$ cat src/dpmf_pkg.sv
// Shared constants and carrier types for the two-port mailbox flag block.
// Assumes one system clock shared by both port front ends.
package dpmf_pkg;

    // Address and data geometry
    localparam int ADDR_W = 16;                // Word address width
    localparam int LANES  = 4;                 // Byte lanes per word
    localparam int LANE_W = 9;                 // Bits per byte lane
    localparam int DATA_W = LANES * LANE_W;    // Word width

    // Mailbox word locations
    localparam logic [ADDR_W-1:0] MBOX_RIGHT_ADDR = 16'hFFFF; // Owned by right port
    localparam logic [ADDR_W-1:0] MBOX_LEFT_ADDR  = 16'hFFFE; // Owned by left port

    // Port indices
    localparam int PORT_LEFT  = 0;
    localparam int PORT_RIGHT = 1;

    // Values after reset
    localparam logic [ADDR_W-1:0] CNT_RESET_VAL  = 16'h0000; // Burst counter
    localparam logic [ADDR_W-1:0] MASK_RESET_VAL = 16'hFFFF; // Fully unmasked
    localparam logic [DATA_W-1:0] DATA_RESET_VAL = 36'h000000000;
    localparam logic              FLAG_IDLE      = 1'b1;     // Active-low flags idle high

    // One port access as seen at the clock edge
    typedef struct packed {
        logic                  chip_sel_low;       // Active low select
        logic                  chip_sel_high;      // Active high select
        logic                  rnw;                // 1 read, 0 write
        logic [LANES-1:0]      byte_lane_select_n; // Active low lanes
        logic [ADDR_W-1:0]     addr;               // Word address
        logic [DATA_W-1:0]     wdata;              // Write data
    } dpmf_port_s;

    // Burst counter and mask controls, all active low except counter_sel
    typedef struct packed {
        logic counter_sel;   // 1 counter ops, 0 mask ops
        logic op_reset_n;    // Reset counter or mask
        logic load_n;        // Load from address
        logic count_en_n;    // Increment enable
    } dpmf_cnt_ctl_s;

endpackage : dpmf_pkg

$ cat src/dpmf_burst_counter.sv
// Per-port burst address counter with mask register and wrap flag.
// Assumes controls are synchronous to sys_clk; the global reset is not.
`timescale 1ns/1ps
module dpmf_burst_counter #(
    parameter int ADDR_W = dpmf_pkg::ADDR_W
) (
    // Clock, resets, enable
    input  wire logic                  sys_clk,
    input  wire logic                  rst_n,
    input  wire logic                  global_async_reset_n,
    input  wire logic                  clk_en,
    // Controls
    input  wire dpmf_pkg::dpmf_cnt_ctl_s ctl,
    input  wire logic [ADDR_W-1:0]     addr,
    // State out
    output logic [ADDR_W-1:0]          count,
    output logic [ADDR_W-1:0]          mask,
    output logic                       counter_wrap_flag_n
);

    logic [ADDR_W-1:0] next_count;   // Incremented value
    logic              do_inc;       // Increment this edge
    logic              do_load;      // Counter load this edge
    logic              do_crst;      // Counter reset this edge

    // Decode of the control table
    assign do_crst = ctl.counter_sel && !ctl.op_reset_n;
    assign do_load = ctl.counter_sel && ctl.op_reset_n && !ctl.load_n && !ctl.count_en_n;
    assign do_inc  = ctl.counter_sel && ctl.op_reset_n && ctl.load_n && !ctl.count_en_n;

    // Masked bits forced to one so the carry skips them, then held
    always_comb begin
        next_count = (((count | ~mask) + 1'b1) & mask) | (count & ~mask);
    end

    // Counter register
    always_ff @(posedge sys_clk or negedge global_async_reset_n) begin
        if (!global_async_reset_n) begin
            count <= dpmf_pkg::CNT_RESET_VAL;
        end else if (!rst_n) begin
            count <= dpmf_pkg::CNT_RESET_VAL;
        end else if (clk_en) begin
            if (do_crst) begin
                count <= count & ~mask;         // Unmasked bits to zero
            end else if (do_load) begin
                count <= addr;
            end else if (do_inc) begin
                count <= next_count;
            end
        end
    end

    // Mask register
    always_ff @(posedge sys_clk or negedge global_async_reset_n) begin
        if (!global_async_reset_n) begin
            mask <= dpmf_pkg::MASK_RESET_VAL;
        end else if (!rst_n) begin
            mask <= dpmf_pkg::MASK_RESET_VAL;
        end else if (clk_en && !ctl.counter_sel) begin
            if (!ctl.op_reset_n) begin
                mask <= dpmf_pkg::MASK_RESET_VAL;
            end else if (!ctl.load_n && !ctl.count_en_n) begin
                mask <= addr;
            end
        end
    end

    // Wrap flag: low once the unmasked field reaches all ones
    always_ff @(posedge sys_clk or negedge global_async_reset_n) begin
        if (!global_async_reset_n) begin
            counter_wrap_flag_n <= dpmf_pkg::FLAG_IDLE;
        end else if (!rst_n) begin
            counter_wrap_flag_n <= dpmf_pkg::FLAG_IDLE;
        end else if (clk_en) begin
            if (do_inc && ((next_count & mask) == mask)) begin
                counter_wrap_flag_n <= 1'b0;
            end else if (do_load || do_crst) begin
                counter_wrap_flag_n <= dpmf_pkg::FLAG_IDLE;
            end
        end
    end

endmodule : dpmf_burst_counter

$ cat src/dpmf_mailbox_top.sv
// Mailbox flags, mailbox words and global reset for a two-port memory.
// Assumes both ports are sampled on sys_clk; global reset may be asynchronous.
// How it works
// - Top word right mailbox, next left.
// - Opposite-port mailbox write lowers owner flag.
// - Setting needs an active byte lane.
// - Owner reading own mailbox raises flag.
// - Clearing needs an active byte lane.
// - Flag sets on writer's clock edge.
// - Flag clears on reader's clock edge.
// - Reading other mailbox leaves its flag.
// - Writing own mailbox sets no flag.
// - Global reset async, hits both ports.
// - Reset zeroes counters, masks all ones.
// - Reset idles mailbox and wrap flags high.
// - Wrap flag low at unmasked all ones.
// - Byte lane selects gate each byte.
`timescale 1ns/1ps
module dpmf_mailbox_top #(
    parameter int ADDR_W = dpmf_pkg::ADDR_W,
    parameter int LANES  = dpmf_pkg::LANES,
    parameter int LANE_W = dpmf_pkg::LANE_W
) (
    // Clock, resets, enable
    input  wire logic                    sys_clk,
    input  wire logic                    rst_n,
    input  wire logic                    global_async_reset_n,
    input  wire logic                    clk_en,
    // Port accesses
    input  wire dpmf_pkg::dpmf_port_s    left_req,
    input  wire dpmf_pkg::dpmf_port_s    right_req,
    // Counter controls
    input  wire dpmf_pkg::dpmf_cnt_ctl_s left_cnt_ctl,
    input  wire dpmf_pkg::dpmf_cnt_ctl_s right_cnt_ctl,
    // Mailbox read data
    output logic [LANES*LANE_W-1:0]      left_rdata,
    output logic [LANES*LANE_W-1:0]      right_rdata,
    output logic                         left_rvalid,
    output logic                         right_rvalid,
    // Flags, active low
    output logic                         left_mailbox_flag_n,
    output logic                         right_mailbox_flag_n,
    output logic                         left_counter_wrap_flag_n,
    output logic                         right_counter_wrap_flag_n,
    // Counter state
    output logic [ADDR_W-1:0]            left_count,
    output logic [ADDR_W-1:0]            right_count,
    output logic [ADDR_W-1:0]            left_mask,
    output logic [ADDR_W-1:0]            right_mask
);

    localparam int DATA_W = LANES * LANE_W;

    dpmf_pkg::dpmf_port_s    req     [2];   // Indexed by port
    dpmf_pkg::dpmf_cnt_ctl_s cnt_ctl [2];   // Indexed by port
    logic [ADDR_W-1:0]       own_addr[2];   // Mailbox owned by each port
    logic [1:0]              sel;           // Port selected
    logic [1:0]              any_lane;      // At least one lane active
    logic [1:0]              wr_mbox;       // Qualified write to port p's mailbox
    logic [1:0]              rd_own;        // Owner read of its mailbox
    logic [1:0]              rd_any;        // Read of either mailbox word
    logic [1:0]              flag_n;        // Mailbox flags
    logic [DATA_W-1:0]       mbox_word[2];  // Stored mailbox words
    logic [DATA_W-1:0]       rdata   [2];
    logic [1:0]              rvalid;
    logic [ADDR_W-1:0]       count   [2];
    logic [ADDR_W-1:0]       mask    [2];
    logic [1:0]              wrap_n;
    logic [1:0]              inc_now;       // Counter increment taken this edge

    // Gather the two ports into arrays
    assign req[dpmf_pkg::PORT_LEFT]       = left_req;
    assign req[dpmf_pkg::PORT_RIGHT]      = right_req;
    assign cnt_ctl[dpmf_pkg::PORT_LEFT]   = left_cnt_ctl;
    assign cnt_ctl[dpmf_pkg::PORT_RIGHT]  = right_cnt_ctl;
    assign own_addr[dpmf_pkg::PORT_LEFT]  = dpmf_pkg::MBOX_LEFT_ADDR;
    assign own_addr[dpmf_pkg::PORT_RIGHT] = dpmf_pkg::MBOX_RIGHT_ADDR;

    // Per-port decode and state
    for (genvar p = 0; p < 2; p++) begin : g_port
        localparam int Q = 1 - p;   // Opposite port

        // Chip selected only when low select low and high select high
        assign sel[p]      = !req[p].chip_sel_low && req[p].chip_sel_high;
        assign any_lane[p] = ~&req[p].byte_lane_select_n;
        // Only the opposite port's write counts; own writes set nothing
        assign wr_mbox[p]  = sel[Q] && !req[Q].rnw && any_lane[Q]
                             && (req[Q].addr == own_addr[p]);
        // Only the owner's read clears; the other port's read is ignored
        assign rd_own[p]   = sel[p] && req[p].rnw && any_lane[p]
                             && (req[p].addr == own_addr[p]);
        assign rd_any[p]   = sel[p] && req[p].rnw && any_lane[p]
                             && (req[p].addr[ADDR_W-1:1] == own_addr[p][ADDR_W-1:1]);
        // Increment decode kept apart so the wrap check samples one signal
        assign inc_now[p]  = clk_en && cnt_ctl[p].counter_sel && cnt_ctl[p].op_reset_n
                             && cnt_ctl[p].load_n && !cnt_ctl[p].count_en_n;

        // Mailbox flag: direct register, no pipeline, set wins over clear
        always_ff @(posedge sys_clk or negedge global_async_reset_n) begin
            if (!global_async_reset_n) begin
                flag_n[p] <= dpmf_pkg::FLAG_IDLE;
            end else if (!rst_n) begin
                flag_n[p] <= dpmf_pkg::FLAG_IDLE;
            end else if (clk_en) begin
                if (wr_mbox[p]) begin
                    flag_n[p] <= 1'b0;
                end else if (rd_own[p]) begin
                    flag_n[p] <= dpmf_pkg::FLAG_IDLE;
                end
                // Otherwise hold, however long
            end
        end

        // Mailbox word storage, each lane gated by its own select
        for (genvar b = 0; b < LANES; b++) begin : g_lane
            always_ff @(posedge sys_clk or negedge global_async_reset_n) begin
                if (!global_async_reset_n) begin
                    mbox_word[p][b*LANE_W +: LANE_W] <= '0;
                end else if (!rst_n) begin
                    mbox_word[p][b*LANE_W +: LANE_W] <= '0;
                end else if (clk_en) begin
                    // Same-word writes from both ports at once are undefined; left wins
                    if (sel[0] && !req[0].rnw && !req[0].byte_lane_select_n[b]
                        && req[0].addr == own_addr[p]) begin
                        mbox_word[p][b*LANE_W +: LANE_W] <=
                            req[0].wdata[b*LANE_W +: LANE_W];
                    end else if (sel[1] && !req[1].rnw && !req[1].byte_lane_select_n[b]
                        && req[1].addr == own_addr[p]) begin
                        mbox_word[p][b*LANE_W +: LANE_W] <=
                            req[1].wdata[b*LANE_W +: LANE_W];
                    end
                end
            end
        end

        // Read data register; disabled lanes read as zero
        always_ff @(posedge sys_clk or negedge global_async_reset_n) begin
            if (!global_async_reset_n) begin
                rdata[p]  <= dpmf_pkg::DATA_RESET_VAL;
                rvalid[p] <= 1'b0;
            end else if (!rst_n) begin
                rdata[p]  <= dpmf_pkg::DATA_RESET_VAL;
                rvalid[p] <= 1'b0;
            end else if (clk_en) begin
                rvalid[p] <= rd_any[p];
                if (rd_any[p]) begin
                    for (int b = 0; b < LANES; b++) begin
                        rdata[p][b*LANE_W +: LANE_W] <= req[p].byte_lane_select_n[b]
                            ? '0
                            : mbox_word[req[p].addr[0]][b*LANE_W +: LANE_W];
                    end
                end
            end
        end

        // Burst counter, mask and wrap flag
        dpmf_burst_counter #(
            .ADDR_W (ADDR_W)
        ) u_counter (
            .sys_clk              (sys_clk),
            .rst_n                (rst_n),
            .global_async_reset_n (global_async_reset_n),
            .clk_en               (clk_en),
            .ctl                  (cnt_ctl[p]),
            .addr                 (req[p].addr),
            .count                (count[p]),
            .mask                 (mask[p]),
            .counter_wrap_flag_n  (wrap_n[p])
        );

        // Owner flag falls at the edge of a qualifying opposite write
        AST_FLAG_SET: assert property (@(posedge sys_clk)
            disable iff (!global_async_reset_n || !rst_n)
            (clk_en && wr_mbox[p]) |=> !flag_n[p])
            else $error("mailbox flag not set by opposite write");

        // Owner read clears unless a set arrives in the same edge
        AST_FLAG_CLEAR: assert property (@(posedge sys_clk)
            disable iff (!global_async_reset_n || !rst_n)
            (clk_en && rd_own[p] && !wr_mbox[p]) |=> flag_n[p])
            else $error("mailbox flag not cleared by owner read");

        // No lane active means no change
        AST_NO_LANE: assert property (@(posedge sys_clk)
            disable iff (!global_async_reset_n || !rst_n)
            (!any_lane[0] && !any_lane[1]) |=> $stable(flag_n[p]))
            else $error("flag moved with no byte lane active");

        // Flag falls only after a qualified opposite write
        AST_FLAG_CAUSE: assert property (@(posedge sys_clk)
            disable iff (!global_async_reset_n || !rst_n)
            $fell(flag_n[p]) |-> ($past(wr_mbox[p]) && $past(clk_en)))
            else $error("flag fell without an opposite mailbox write");

        // Flag stays low until an owner read; a synchronous reset also raises it
        AST_FLAG_HOLD: assert property (@(posedge sys_clk)
            disable iff (!global_async_reset_n || !rst_n)
            $rose(flag_n[p]) |-> (!$past(rst_n) || ($past(rd_own[p]) && $past(clk_en))))
            else $error("flag released without owner read");

        // Own-mailbox write never reaches the writer's flag
        AST_OWN_WRITE: assert property (@(posedge sys_clk)
            disable iff (!global_async_reset_n || !rst_n)
            (sel[p] && !req[p].rnw && req[p].addr == own_addr[p] && !wr_mbox[p]
             && flag_n[p]) |=> flag_n[p])
            else $error("own mailbox write set own flag");

        // Wrap flag falls only on an increment
        AST_WRAP_CAUSE: assert property (@(posedge sys_clk)
            disable iff (!global_async_reset_n || !rst_n)
            $fell(wrap_n[p]) |-> $past(inc_now[p]))
            else $error("wrap flag fell without increment");

        // Synchronous reset gives idle flags, zero count, full mask
        AST_RESET_STATE: assert property (@(posedge sys_clk)
            disable iff (!global_async_reset_n)
            !rst_n |=> (flag_n[p] && wrap_n[p] && count[p] == dpmf_pkg::CNT_RESET_VAL
                        && mask[p] == dpmf_pkg::MASK_RESET_VAL))
            else $error("reset state wrong");

        // No taken set or clear, or a frozen clock: flag holds
        AST_FLAG_KEEP: assert property (@(posedge sys_clk)
            disable iff (!global_async_reset_n || !rst_n)
            !(clk_en && (wr_mbox[p] || rd_own[p])) |=> $stable(flag_n[p]))
            else $error("mailbox flag moved with no set or clear");

        // Read pulse follows each gated mailbox read by one edge
        AST_RVALID: assert property (@(posedge sys_clk)
            disable iff (!global_async_reset_n || !rst_n)
            clk_en |=> (rvalid[p] == $past(rd_any[p])))
            else $error("read valid pulse misplaced");

        // Lane 0 left off during a read returns zero
        AST_LANE_ZERO: assert property (@(posedge sys_clk)
            disable iff (!global_async_reset_n || !rst_n)
            (clk_en && rd_any[p] && req[p].byte_lane_select_n[0])
            |=> (rdata[p][LANE_W-1:0] == '0))
            else $error("disabled lane did not read as zero");
    end

    // Drive the outputs from the registered arrays
    assign left_mailbox_flag_n       = flag_n[dpmf_pkg::PORT_LEFT];
    assign right_mailbox_flag_n      = flag_n[dpmf_pkg::PORT_RIGHT];
    assign left_counter_wrap_flag_n  = wrap_n[dpmf_pkg::PORT_LEFT];
    assign right_counter_wrap_flag_n = wrap_n[dpmf_pkg::PORT_RIGHT];
    assign left_rdata                = rdata[dpmf_pkg::PORT_LEFT];
    assign right_rdata               = rdata[dpmf_pkg::PORT_RIGHT];
    assign left_rvalid               = rvalid[dpmf_pkg::PORT_LEFT];
    assign right_rvalid              = rvalid[dpmf_pkg::PORT_RIGHT];
    assign left_count                = count[dpmf_pkg::PORT_LEFT];
    assign right_count               = count[dpmf_pkg::PORT_RIGHT];
    assign left_mask                 = mask[dpmf_pkg::PORT_LEFT];
    assign right_mask                = mask[dpmf_pkg::PORT_RIGHT];

endmodule : dpmf_mailbox_top

$ cat config.mk
export PLATFORM = sky130hd
export DESIGN_NAME = dpmf_mailbox_top
export DESIGN_NICKNAME = d
export VERILOG_FILES = /design/src/dpmf_pkg.sv /design/src/dpmf_burst_counter.sv /design/src/dpmf_mailbox_top.sv
export SDC_FILE = /design/constraint.sdc
export NUM_CORES = 1
export LEC_CHECK = 0
export BUFFER_PORTS_ARGS = -buffer_cell sky130_fd_sc_hd__buf_2
export CAP_MARGIN = 15
export CORE_MARGIN = 2
export CORE_UTILIZATION = 30
export CTS_CLUSTER_DIAMETER = 200
export DETAILED_ROUTE_END_ITERATION = 16
export GPL_ROUTABILITY_DRIVEN = 0
export GPL_TIMING_DRIVEN = 0
export MAX_ROUTING_LAYER = met4
export SLEW_MARGIN = 25
export SYNTH_ARGS = -nofsm -noshare
export SYNTH_HDL_FRONTEND = slang
export SYNTH_SLANG_ARGS = --single-unit
$ cat constraint.sdc
create_clock -name sys_clk -period 2.57 [get_ports sys_clk]
set_clock_uncertainty 0.2 [all_clocks]
set_input_delay 0.3855 -clock sys_clk [delete_from_list [all_inputs] [get_ports sys_clk]]
set_output_delay 0.3855 -clock sys_clk [all_outputs]
set_load 0.01 [all_outputs]
==> impl_metrics.tcl <==
set metrics [dict create \
    status "completed" \
    final_cell_mix "buf_2 (270), dfrtp_1 (177), nand2_1 (161)" \
    critPathKind "in2reg" \
    drtAntennaViolNets 0 \
    worstReg2RegStart "g_port[1].u_counter.count[3]" \
    hold_path.class "in2reg" \
    ff2ff_setup_slack_ns 0.14 \
    cts_buffers 27 \
    chipHeight_um 201 \
    combPwrFrac 0.104 \
    p_int_mw 6.14 \
    final_nets 1709 \
    clock-sinks 214 \
    tns_ns 0 \
    cts_tree "done" \
    area_growth_pct 36.1 \
    slew_headroom 0.308 \
    post_route_cells_drive_above_1_share 0.274 \
    hold_viol_final 0 \
    ys_warn_count 0 \
    synth_edf_count 0 \
    async_flop_share 1.00 \
    synth_flop_cell "dfrtp_1" \
    fillCellCount 3807 \
    timing.rr.end "g_port[1].u_counter.counter_wrap_flag_n" \
    drtIter0Drc 533 \
    startpoint_type "input port" \
    clk_latency_ns 0.56 \
    p_sw_frac 0.254 \
    grt_max_degree 82 \
    wl_per_cell_um 21.1 \
    row_count 72 \
    detailed_place_hpwl_um 31700 \
    fmax_mhz 404 \
    synth_cells 1172 \
    fin_cells 2114 \
    maxCapViolations 0 \
    worstPathArrival_ns 2.69 \
    gr-total-overflow 0 \
    switchingPower_mw 2.09 \
    ys_types 61 \
    fin_crit_sh 0.964 \
    drcViolationCount 0 \
    fin_worst_hold_slack_ns 0.0249 \
    seqPwrFrac 0.421 \
    layout_min_cycle_time_ns 2.48 \
    hold_end "g_port[0].u_counter.count[10]" \
    worst_pin_slew_ns 1.04 \
    clock_tree.buffer_depth 3 \
    p_per_area_nw_per_um2 520 \
    drt_pre_antenna_iters 5 \
    p_leak_nw 7.16 \
    synth_fp_nets 1310 \
    ys_ff_latch 214 \
    clkPwrFrac 0.475 \
    ir_drop_mv 0.561 \
    vias 11200 \
    vias_per_cell 5.30 \
    cts-root-buf "clkbuf_16" \
    fp.coreArea_um2 38500 \
    hold_start "left_req[46]" \
    h-tree-depth 1 \
    maxSlewViolCount 0 \
    finalSetupViolCount 0 \
    cp-end-kind "flop" \
    fin_ws_ns 0.0927 \
    grt_pass1_wl_um 69000 \
    io_buffers 263 \
    initial_core_util 0.302 \
    critPathMaxFanout 9 \
    final_common_cell "buf_2" \
    place_ws_ns -0.941 \
    r2r_cells 7 \
    grt.total_usage 0.225 \
    antenna_found_initial 8 \
    die_area_um2 40300 \
    syn_area_per_cell_um2 9.91 \
    ys_seq_area_frac 0.465 \
    die_w_um 201 \
    rsz0062_at_grt "yes" \
    holdPathStages 4 \
    p_total_mw 8.22 \
    ios 272 \
    dp_cells 1955 \
    grt_pass1_vias 11600 \
    cp.required_ns 2.78 \
    syn_area_um2 11600 \
    drt-total-wl_um 44700 \
    clk_pin_slew_worst_paths_ns 0.06 \
]
-- flip-flops by register name (all words and copies together) (netlist names) --
register	flops
left_mailbox_flag_n	1
right_rvalid	1
right_mailbox_flag_n	1
g_port.u_counter.count	32
left_rdata	36
mbox_word	72
right_rdata	36
left_rvalid	1
g_port.u_counter.mask	32
g_port.u_counter.counter_wrap_flag_n	2
-- worst max-delay path by stage --
stage | cells past startpoint | slack [ns] | from | to
6_report | 10 | 0.09 | left_req[51] | mbox_word[48]
5_1_grt | 10 | -0.05 | g_port[0].u_counter.count[0] | g_port[0].u_counter.counter_wrap_flag_n
4_1_cts | 8 | -0.006 | left_req[51] | left_rdata[29]
3_5_place_dp | 8 | -0.94 | clk_en | g_port[1].u_counter.count[4]
3_3_place_gp | 1 | -3.01 | global_async_reset_n | right_rdata[27]
2_1_floorplan | 7 | 0.08 | right_req[42] | mbox_word[27]
-- synth_stat cells (4+ instances only) --
cell type,number,area [um^2]
nand4b_1,4,35.0
a32o_1,5,50.1
mux2_1,17,191
nand4_1,15,93.8
a22o_1,59,517
dfstp_2,36,946
nor3_1,16,80.1
o31ai_1,5,37.5
buf_2,8,40.0
or3_1,6,37.5
nand3_1,22,110
xor2_1,16,140
nand2b_1,31,194
buf_1,5,18.8
a22oi_1,9,67.6
nand2_1,162,608
and3_1,5,31.3
mux2i_1,94,941
a21oi_1,35,175
ha_1,8,100
o22a_1,32,280
inv_1,18,67.6
o22ai_1,64,400
nor2b_1,6,37.5
nor2_4,4,45.0
nor2_1,50,188
a211oi_1,4,30.0
nor4_1,9,56.3
nand3b_1,4,30.0
clkbuf_1,50,188
dfrtp_1,178,4450
xnor2_1,19,166
mux2_2,36,405
o21ai_0,89,445
and2_1,7,43.8
or2_2,4,25.0
a31oi_1,4,25.0
-- layout make-up --
| cell class | count | area, um^2 | area share |
|---|---|---|---|
| inverters | 18 | 67.6 | 0.00427 |
| plain buffers | 60 | 236 | 0.0150 |
| multi-input cells | 877 | 6090 | 0.385 |
| diodes | 8 | 20.0 | 0.00127 |
| flip-flops and latches | 214 | 5400 | 0.342 |
| clock inverters | 7 | 129 | 0.00815 |
| well taps | 518 | 648 | 0.0410 |
| clock buffers | 39 | 761 | 0.0481 |
| repair buffers | 373 | 2450 | 0.155 |
-- through the flow --
step	utilization	cell area [um^2]
2_1_floorplan	-	11600
3_3_place_gp	0.353	13600
3_5_place_dp	0.355	13600
4_1_cts	0.406	15600
5_1_grt	0.411	15800
6_report	0.411	15800
-- power by group through the flow --
stage	sequential [mW]	clock, mW	combinational (mW)
floorplan	3.51	0	0.325
global placement	3.52	0	0.697
detailed placement	3.52	0	0.717
CTS	3.46	4.01	0.847
global route	3.47	4.12	0.933
finish	3.46	3.90	0.855
-- repair_timing --
item                                    CTS  global route
hold buffers                            104             0
gates resized for setup                  12            32
setup buffers                             0             4
endpoints found under the hold margin   174             0
endpoints found under the setup margin   80            86
pin swaps                                 0             3
-- per-layer routing --
metal | vias up | global-route usage | wire, um
met3 | 63 | 0.0519 | 3090
met1 | 5575 | 0.285 | 19500
li1 | 5138 | - | -
met5 | - | - | 0
met4 | 0 | 0.0550 | 928
met2 | 423 | 0.364 | 21100
-- cells by family after synthesis --
| logic type | Yosys count | synth area share |
|---|---|---|
| AND/OR/NAND/NOR | 356 | 0.148 |
| XOR/XNOR | 35 | 0.0264 |
| AO/OA/AOI/OAI | 330 | 0.191 |
| multiplexers | 148 | 0.134 |
| buffers and inverters | 81 | 0.0270 |
| flip-flops | 214 | 0.465 |
| adder cells (fa/ha/maj) | 8 | 0.00862 |
-- critical path: stages --
cell     delay (ns)
buf_2          0.13
nand4_1        0.28
nor4_4         0.42
nand2_1        0.14
or3_1          0.31
buf_2          0.23
o22ai_1        0.25
and2_1         0.15
buf_2          0.24
o22ai_1        0.14
Note: power is estimated with default switching activity, not from simulation.
